**src/hdl/ditc_pkg.sv**
```systemverilog
package ditc_pkg;

  // Number of digital inputs
  localparam int DITC_NUM_IN = 2;

  // Input mode encodings
  typedef enum logic [1:0] {
    DITC_MODE_DISABLED,
    DITC_MODE_TRIGGER,
    DITC_MODE_RAIN,
    DITC_MODE_WIND
  } ditc_mode_e;

  // Edge choice for trigger mode
  typedef enum logic {
    DITC_EDGE_RISING,
    DITC_EDGE_FALLING
  } ditc_edge_e;

  // Widths
  localparam int DITC_CNT_W   = 16;
  localparam int DITC_SENS_W  = 16;
  localparam int DITC_RATE_W  = 24;
  localparam int DITC_READ_W  = 8;
  localparam int DITC_VAL_W   = DITC_CNT_W + DITC_SENS_W;

  // Reset values
  localparam logic [DITC_CNT_W-1:0]  DITC_CNT_RST   = 16'h0000;
  localparam logic [DITC_RATE_W-1:0] DITC_RATE_RST  = 24'h000000;
  localparam logic [DITC_READ_W-1:0] DITC_READ_RST  = 8'h00;
  localparam logic [1:0]             DITC_SYNC_RST  = 2'h0;

  // Per-input configuration
  typedef struct packed {
    ditc_mode_e              mode;
    ditc_edge_e              edge_sel;
    logic [DITC_RATE_W-1:0]  rate;
    logic [DITC_SENS_W-1:0]  sens;
    logic [DITC_READ_W-1:0]  readings;
  } ditc_cfg_s;

  // Gauge result towards the data store
  typedef struct packed {
    logic                    valid;
    logic [DITC_CNT_W-1:0]   raw;
    logic [DITC_VAL_W-1:0]   scaled;
  } ditc_gauge_s;

endpackage

```
**src/hdl/ditc_top.sv**
```systemverilog
`timescale 1ns/100ps
// Overview of operation
// Each input has a mode: disabled, trigger, rain or wind gauge.
// Gauge modes sample the accumulated count at the per-input rate.
// Gauge modes multiply raw count by sensitivity into engineering units.
// Trigger mode edge setting picks rising or falling transition.
// Each trigger edge runs the programmed number of back-to-back reads. The code drops edges that arrive while a burst runs.
// Trigger reads run at once, ignoring the periodic interval timer.
// Trigger read results go to the data store like periodic samples.
// Every trigger read samples all configured channels.
// Any enabled input keeps acquisition on and blocks low power.
// Inputs pass a two-stage synchroniser before edge detection.
module ditc_top
  import ditc_pkg::*;
#(
  parameter int NUM_IN = DITC_NUM_IN
) (
  input  wire logic                   core_clk,
  input  wire logic                   rst,
  input  wire logic [NUM_IN-1:0]      indexed_digital_input,
  input  wire ditc_cfg_s              cfg [NUM_IN],
  input  wire logic                   acq_done,
  output logic                        acq_start,
  output logic                        acq_store,
  output logic                        acq_trig,
  output ditc_gauge_s                 gauge [NUM_IN],
  output logic                        low_power_block,
  output logic                        trig_busy
);

  // Elaboration check: the selection loop and the power hold are sized
  // for one to eight inputs; anything else has no sensible meaning here
  if (NUM_IN < 1 || NUM_IN > 8) begin : g_chk
    $error("NUM_IN must be 1 to 8");
  end

  // Burst sequencer states: IDLE waits for an armed edge, RUN asks the
  // logger for one scan of every configured channel, WAIT holds until
  // the logger reports that scan finished
  typedef enum {ST_IDLE, ST_RUN, ST_WAIT} ditc_state_e;

  // Gauge decode, used per input
  function automatic logic is_gauge(input ditc_mode_e m);
    return (m == DITC_MODE_RAIN) || (m == DITC_MODE_WIND);
  endfunction

  logic [NUM_IN-1:0] trig_edge;
  logic [NUM_IN-1:0] enabled;
  logic [DITC_READ_W-1:0] trig_reads [NUM_IN];

  // Start-up guard, three cycles long: two synchroniser stages plus the
  // edge history. Until it fills, the history may hold reset values
  // rather than pin samples, and a pin that idles high would otherwise
  // look like a rising edge right after reset.
  localparam int WARM_W = 3;
  logic [WARM_W-1:0] warm;
  wire               edges_ok;

  assign edges_ok = warm[WARM_W-1];

  // Guard shift register, filled with ones after reset
  always_ff @(posedge core_clk) begin
    if (rst) begin
      warm <= '0;
    end else begin
      warm <= {warm[WARM_W-2:0], 1'b1};
    end
  end

  // One slice per input: synchroniser, edge history, mode decode and
  // the gauge counter. Slices share nothing but the start-up guard, so
  // a pin on one input can never disturb the count of another.
  genvar gi;
  generate
    for (gi = 0; gi < NUM_IN; gi++) begin : g_in
      logic [1:0]             sync;
      logic                   prev;
      logic [DITC_CNT_W-1:0]  count;
      logic [DITC_RATE_W-1:0] tick;
      wire                    in_s    = sync[1];
      wire                    rise    = in_s & ~prev & edges_ok;
      wire                    fall    = ~in_s & prev & edges_ok;
      wire                    gmode   = is_gauge(cfg[gi].mode);
      wire                    tmode   = cfg[gi].mode == DITC_MODE_TRIGGER;
      wire                    tick_hit = tick >= cfg[gi].rate;
      wire                    pulse   = gmode & rise;

      // Mode decode
      assign enabled[gi]    = cfg[gi].mode != DITC_MODE_DISABLED;
      assign trig_edge[gi]  = tmode & ((cfg[gi].edge_sel == DITC_EDGE_RISING)
                              ? rise : fall);
      assign trig_reads[gi] = cfg[gi].readings;

      // Two-stage synchroniser then edge history. Only the second stage
      // is read by logic; the first may still be settling from a pin
      // that changed right at the clock edge.
      always_ff @(posedge core_clk) begin
        if (rst) begin
          sync <= DITC_SYNC_RST;
          prev <= 1'b0;
        end else begin
          sync <= {sync[0], indexed_digital_input[gi]};
          prev <= sync[1];
        end
      end

      // Pulse accumulation and periodic sampling. A window lasts rate+1
      // cycles; the pulse that lands on the closing cycle opens the next
      // window instead of being lost. Leaving gauge mode clears the
      // counter, the timer and the result, so a re-enabled gauge starts
      // from an empty window.
      always_ff @(posedge core_clk) begin
        if (rst || !gmode) begin
          count       <= DITC_CNT_RST;
          tick        <= DITC_RATE_RST;
          gauge[gi]   <= '0;
        end else if (tick_hit) begin
          tick              <= DITC_RATE_RST;
          count             <= {{(DITC_CNT_W-1){1'b0}}, pulse};
          gauge[gi].valid   <= 1'b1;
          gauge[gi].raw     <= count;
          gauge[gi].scaled  <= count * cfg[gi].sens;
        end else begin
          tick            <= tick + 1'b1;
          count           <= count + {{(DITC_CNT_W-1){1'b0}}, pulse};
          gauge[gi].valid <= 1'b0;
        end
      end
    end
  endgenerate

  // Pick the lowest triggering input and its readings count. Same-cycle
  // edges on several inputs start one burst only, sized by the lowest
  // index, since every scan covers all channels anyway.
  logic                   any_trig;
  logic [DITC_READ_W-1:0] sel_reads;
  always_comb begin
    any_trig  = 1'b0;
    sel_reads = DITC_READ_RST;
    for (int i = NUM_IN - 1; i >= 0; i--) begin
      if (trig_edge[i]) begin
        any_trig  = 1'b1;
        sel_reads = trig_reads[i];
      end
    end
  end

  ditc_state_e            state;
  ditc_state_e            next_state;
  logic [DITC_READ_W-1:0] remain;
  logic [DITC_READ_W-1:0] next_remain;

  // Burst control terms: a burst starts only from idle with a non-zero
  // readings count; a scan ends when the logger answers in WAIT, and
  // the last scan of a burst is the one that sees a count of one
  wire burst_go;
  wire scan_end;
  wire last_scan;

  assign burst_go  = any_trig && (sel_reads != DITC_READ_RST);
  assign scan_end  = (state == ST_WAIT) && acq_done;
  assign last_scan = remain == 8'h01;

  // Burst sequencer, free of the interval timer. Edges that arrive
  // while a burst runs are dropped on purpose: a second burst on top
  // of the first would only repeat scans the logger is already doing.
  always_comb begin
    next_state  = state;
    next_remain = remain;
    case (state)
      ST_IDLE: begin
        if (burst_go) begin
          next_state  = ST_RUN;
          next_remain = sel_reads;
        end
      end
      ST_RUN: begin
        next_state = ST_WAIT;
      end
      ST_WAIT: begin
        if (acq_done) begin
          next_remain = remain - 1'b1;
          next_state  = last_scan ? ST_IDLE : ST_RUN;
        end
      end
      default: begin
        next_state  = ST_IDLE;
        next_remain = DITC_READ_RST;
      end
    endcase
  end

  // Sequencer state
  always_ff @(posedge core_clk) begin
    if (rst) begin
      state  <= ST_IDLE;
      remain <= DITC_READ_RST;
    end else begin
      state  <= next_state;
      remain <= next_remain;
    end
  end

  // Acquisition strobes and power hold. The power hold follows the
  // mode settings one cycle late, which is harmless for a level.
  always_ff @(posedge core_clk) begin
    if (rst) begin
      acq_store       <= 1'b0;
      low_power_block <= 1'b0;
    end else begin
      acq_store       <= scan_end;
      low_power_block <= |enabled;
    end
  end

  // Handshake outputs straight from state: acq_start and acq_trig are
  // one cycle wide per scan, trig_busy covers the whole burst so the
  // logger can hold off its own interval scans if it wishes
  assign acq_start = state == ST_RUN;
  assign acq_trig  = acq_start;
  assign trig_busy = state != ST_IDLE;

endmodule // ditc_top
```
**config.mk**
```make
export PLATFORM = sky130hd
export DESIGN_NAME = ditc_top
export DESIGN_NICKNAME = d
export VERILOG_FILES = /design/src/hdl/ditc_pkg.sv /design/src/hdl/ditc_top.sv
export SDC_FILE = /design/constraint.sdc
export NUM_CORES = 2
export LEC_CHECK = 0
export ABC_AREA = 1
export BUFFER_PORTS_ARGS = -buffer_cell sky130_fd_sc_hd__buf_2
export CORE_MARGIN = 3
export CORE_UTILIZATION = 40
export DETAILED_ROUTE_END_ITERATION = 16
export GPL_TIMING_DRIVEN = 0
export PLACE_DENSITY = 0.62
export SYNTH_ARGS = -nofsm -noshare
export SYNTH_HDL_FRONTEND = slang
export SYNTH_SLANG_ARGS = --single-unit
```
**constraint.sdc**
```tcl
create_clock -name core_clk -period 16.86 [get_ports core_clk]
set_input_delay 1.686 -clock core_clk [delete_from_list [all_inputs] [get_ports core_clk]]
set_output_delay 1.686 -clock core_clk [all_outputs]
set_load 0.005 [all_outputs]
```
Yosys cells after proc, flatten, opt, wreduce, memory -nomap -nowiden:

Index checks and enable logic that the tools add are counted.

* logic and storage cells: 97
* output and inout bits: 103
* input bits: 107
* register bits after elaboration: 229

* add/sub/neg operators: 5
* reductions and logical operators: 18
* equal/unequal tests: 13
* muxes and demuxes: 18
* $lt $le $gt $ge: 2
* multipliers: 2
* bitwise operators: 17

Operator list (number)
* $pmux W32 S3: 1
* $eq A32 B2 Y1 const B: 2
* $mul A16 B16 Y32: 2
* $mux W32: 2
* $add A24 B1 Y24 const B: 2
* $ge A24 B24 Y1: 2
* $add A16 B1 Y16: 2
* $eq A32 B1 Y1 const B: 1
* $eq A32 B3 Y1 const B: 1
* $logic_not A32 Y1: 1
* $mux W8: 4
* $reduce_bool A32 Y1: 1
* $pmux W8 S3: 1
* $and A1 B1 Y1: 12
* $mux W1: 10
* $eq A2 B2 Y1 const B: 4
* $eq A8 B1 Y1 const B: 1
* $reduce_bool A8 Y1: 1
* $sub A8 B1 Y8 const B: 1
* $reduce_or A2 Y1: 3
* $not A1 Y1: 5
* $eq A2 B1 Y1 const B: 2
* $logic_or A1 B1 Y1: 4
* $ne A2 B2 Y1 const B: 2
* 5 further kinds: 8

Depth between registers and ports, before layout:

* depth in word-level cells: 11
* gate-level depth with buffers: 28
* mapped depth without buffers: 27

Worst setup path after synthesis:

OpenSTA, ideal clock, no wires.

* kind: input port to flip-flop
* start: input port cfg[9] (netlist name)
* end: register gauge[17] (netlist name)
* stages on the path: 22
* library setup time: 0.128 ns
* arrival time: 6.690 ns
* path buffers: 2
* required time: 16.732 ns
* setup slack: 10.042 ns
* path through: clkbuf_1 -> clkbuf_1 -> nand2_1 -> fa_1 -> fa_1 -> fa_1 -> fa_1 -> inv_1 -> fa_1 -> inv_1 -> fa_1 -> inv_1 -> ha_1 -> nand2_1 -> inv_1 -> a21boi_0 -> nand2_1 -> nand2_1 -> nand2_1 -> or2_2 -> nand2_1 -> o21ai_0

* longest elaborated chain between the ends: 1

Ends and longest elaborated chain
* start, declared: RTL line ditc_top.sv:21 `input wire ditc_cfg_s cfg [NUM_IN],`
* $mul A16 B16 Y32: RTL line ditc_top.sv:122 `gauge[gi].scaled <= count * cfg[gi].sens;`
* end, declared: RTL line ditc_top.sv:26 `output ditc_gauge_s gauge [NUM_IN],`

No other way between the ends.
A chain may end at the register's enable or synchronous reset.

Final worst setup path:

* start: input port cfg[61] (netlist name)
* end: register gauge[70] (netlist name)

The elaborated chain is that of the path after synthesis.

==> out/qor.yml <==
placed_design:
  placed_cells: 4673
  port_buffers: 177
  gp_congestion: 0.9404
  hpwl_um: 64690
synthesis:
  syn_nets: 4391
  yosysWarnings: 0
  synthFlopType: "dfxtp_1"
  yosysMostFrequentCell: "nand2_1"
  synth_area_um2: 26880
  yosysSeqAreaShare: 0.1482
  async_flop_share: 0
  synth_cell_types: 46
  yosys.area.top_type_share: 0.2890
  ys_ff_latch: 199
  synthCells: 3632
  synth_commonest_cells: "962 x nand2_1, 888 x inv_1, 388 x fa_1, 264 x ha_1, 199 x dfxtp_1"
  synth-edff-count: 0
  avgSynthCellArea_um2: 7.401
  yosysTopAreaCell: "fa_1"
  synth_area_leaders: "fa_1 29%, dfxtp_1 15%, nand2_1 13%"
route:
  via_per_inst: 4.819
  postRouteAntennaNets: 0
  wire_per_inst_um: 16.47
  dr.pass1.iters: 5
  drtIter0Drc: 1524
  wirelength_um: 77520
  vias: 22680
  drc: 0
timing:
  rsz0062_at_grt: "false"
  hold_viol_final: 0
  worstMarginPinSlew_ns: 0.9845
  skew_ns: 0.02090
  setup_violations: 0
  maxSlewHeadroom: 0.3437
  tns_ns: 0
  min_period_ns: 7.359
  max_freq_ghz: 0.1359
  slew_violations: 0
  post-route-period-util: 0.4365
floorplan:
  die_h_um: 265.2
  die_w_um: 265.2
  initial_core_util: 0.4060
  core-area_um2: 66220
  die_area_um2: 70350
  ios: 210
  num_rows: 94
power_and_ir_drop:
  p_sw_frac: 0.3141
  pwr-share-comb: 0.114
  switching_power_uw: 336.8
  seq_power_share: 0.451
  vdd_ir_drop_max_mv: 0.07493
  powerDensity_nw_per_um2: 36.35
  leakage_uw: 0.01658
  p_int_uw: 735.4
  clockPowerShare: 0.435
clocking:
  cts_buffers: 17
  clockRootBuffer: "clkbuf_16"
  htreeDepth: 4
  clock_latency_ns: 0.50
  post-cts-setup-buffers: 0
  hold_buffers: 0
  clock-sinks: 199
  clk_pin_slew_ns: 0.10
  cts_tree: "done"
  clockBufferDepth: 2
  ctsResizeCount: 0
setup_path:
  cp_data_arrival_time_ns: 7.80
  critPathTopFamily: "adder cells"
  rr_startpoint: "g_in[0].count[9]$_SDFF_PP0_"
  cp_slowest_cell: "fa_1"
  crit_chain: "clkbuf_1 > clkbuf_1 > nand2_1 > fa_1 > fa_1 > fa_1 > inv_1 > fa_1 > fa_1 > inv_1 > fa_1 > inv_1 > ha_1 > a21oi_1 > a21boi_0 > nand3_1 > nand2_1 > o21ai_0 > xor2_1 > nand2_1 > nand2_1"
  crit_type: "primary input to flip-flop"
  required_ns: 17.30
  critPathLaunchType: "primary input"
  reg2reg_slack_ns: 10.23
  path_depth: 21
  cp-endpoint: "gauge[70]$_SDFFE_PP0P_"
  crit_path_end_kind: "flip-flop"
  startpoint: "cfg[61]"
  worstReg2RegEnd: "gauge[70]$_SDFFE_PP0P_"
  cp.buffers_inverters: 5
  critPathMaxFanout: 10
  crit_path_max_incr_delay_ns: 0.54
  worstRegToRegCells: 21
  path_common_cell: "fa_1"
min_path:
  min_path_cells: 2
  hold_path_class: "flip-flop to flip-flop"
finish:
  multiInputGateArea_um2: 18910
  fin_nets: 4587
  fillCellCount: 6762
  post_route_cells_drive_above_1_share: 0.06509
  final_cells: 4707
  regArea_um2: 3984
  syn_to_final_growth_pct: 9.719
  fin_util: 0.4454
global_routing:
  grt_first_pass_wirelength_um: 125800
  antenna_found_initial: 3
  grt_overflow_total: 0
  grt_max_degree: 23
  first_global_vias: 22930
  grt_usage: 0.2295
outcome:
  outcome: "complete, no violations"
job:
  max-cap-violations: 0
==> worst min-delay path by stage <==
stage                                    start                    endpoint  slack, ns
CTS                 g_in[1].sync[0]$_SDFF_PP0_  g_in[1].sync[1]$_SDFF_PP0_       0.41
finish              g_in[1].sync[0]$_SDFF_PP0_  g_in[1].sync[1]$_SDFF_PP0_       0.41
global route        g_in[1].sync[0]$_SDFF_PP0_  g_in[1].sync[1]$_SDFF_PP0_       0.43
detailed placement  g_in[1].sync[0]$_SDFF_PP0_  g_in[1].sync[1]$_SDFF_PP0_       0.40
floorplan           g_in[0].sync[0]$_SDFF_PP0_  g_in[0].sync[1]$_SDFF_PP0_       0.39
global placement               warm[0]$_DFF_P_          warm[1]$_SDFF_PP0_       0.39
==> power groups by stage <==
stage | registers [uW] | logic [uW] | clock network (uW)
after CTS | 484 | 121 | 479
after global routing | 485 | 138 | 494
final | 484 | 122 | 466
after detailed placement | 495 | 121 | 0
after global placement | 495 | 121 | 0
after floorplan | 493 | 79.4 | 0
==> layout make-up <==
cell class | count | share of cell area
Antenna cell | 2 | 0.0001697
Buffer | 158 | 0.02138
Clock buffer | 17 | 0.01442
Timing Repair Buffer | 177 | 0.03004
Inverter | 893 | 0.1137
Tap cell | 864 | 0.03665
Clock inverter | 15 | 0.007297
Sequential cell | 199 | 0.1351
Multi-Input combinational cell | 2382 | 0.6413
==> cells in the final DEF, fill, tap and decap left out, types with 3 or more instances in the layout <==
master and n:
o21ai_0 122, clkbuf_1 132, a21oi_1 107, nor3b_1 6
nor2_2 3, nor4_1 5, xnor2_1 49, or2_0 5
inv_8 4, or2_2 10, nand3_1 75, o22ai_1 5
dfxtp_1 199, o21a_1 4, nand4_1 50, fa_1 388
ha_1 264, buf_2 189, clkbuf_16 17, nand2_1 962
inv_6 3, xor2_1 45, nor3_1 41, a31oi_1 5
clkinv_1 4, nor2_1 191, o21bai_1 5, clkinv_8 5
buf_1 10, a21o_1 8, nand3b_1 9, nor3_2 4
inv_1 888, a21boi_0 5
==> through the flow <==
stage                     setup slack, ns  hold WS, ns  total power [uW]  instance area [um^2]
after floorplan                     10.04       0.3883             572.5                 26880
after global placement              9.136       0.3903             615.1                 28850
after detailed placement            9.172       0.3953             615.5                 28850
after CTS                           9.658       0.4086              1084                 29490
after global routing                9.264       0.4292              1118                 29490
final                               9.501       0.4075              1072                 29490
==> state kept, by name, summed over array words and instances (netlist names) <==
name,count
g_in.tick,48
state,2
warm,3
acq_store,1
gauge,98
g_in.count,32
g_in.prev,2
remain,8
low_power_block,1
g_in.sync,4
==> worst min-delay path, delay by kind of cell (launching register included) <==
kind                   cells  cell delay (ns)
buffers and inverters      1             0.04
DFF                        1             0.31
and+or+nand+nor            1             0.03
==> cell families (layout without fill, tap and decap cells) <==
family | count (synthesis) | in the layout | synth area share
compound gates | 269 | 269 | 0.05344
xor+xnor | 94 | 94 | 0.03063
fa+ha+maj | 652 | 652 | 0.4118
buf+inv | 1051 | 1260 | 0.1482
flops | 199 | 199 | 0.1482
other cells | 0 | 2 | 0
simple gates | 1367 | 1367 | 0.2077
==> routing by layer <==
metal / part of all wire / GRT usage
met1: 0.47 / 0.3309
met2: 0.41 / 0.3388
met3: 0.10 / 0.06863
met4: 0.019 / 0.05349
met5: 0.00028 / 0
No activity file was read; power rests on OpenSTA's default activity.
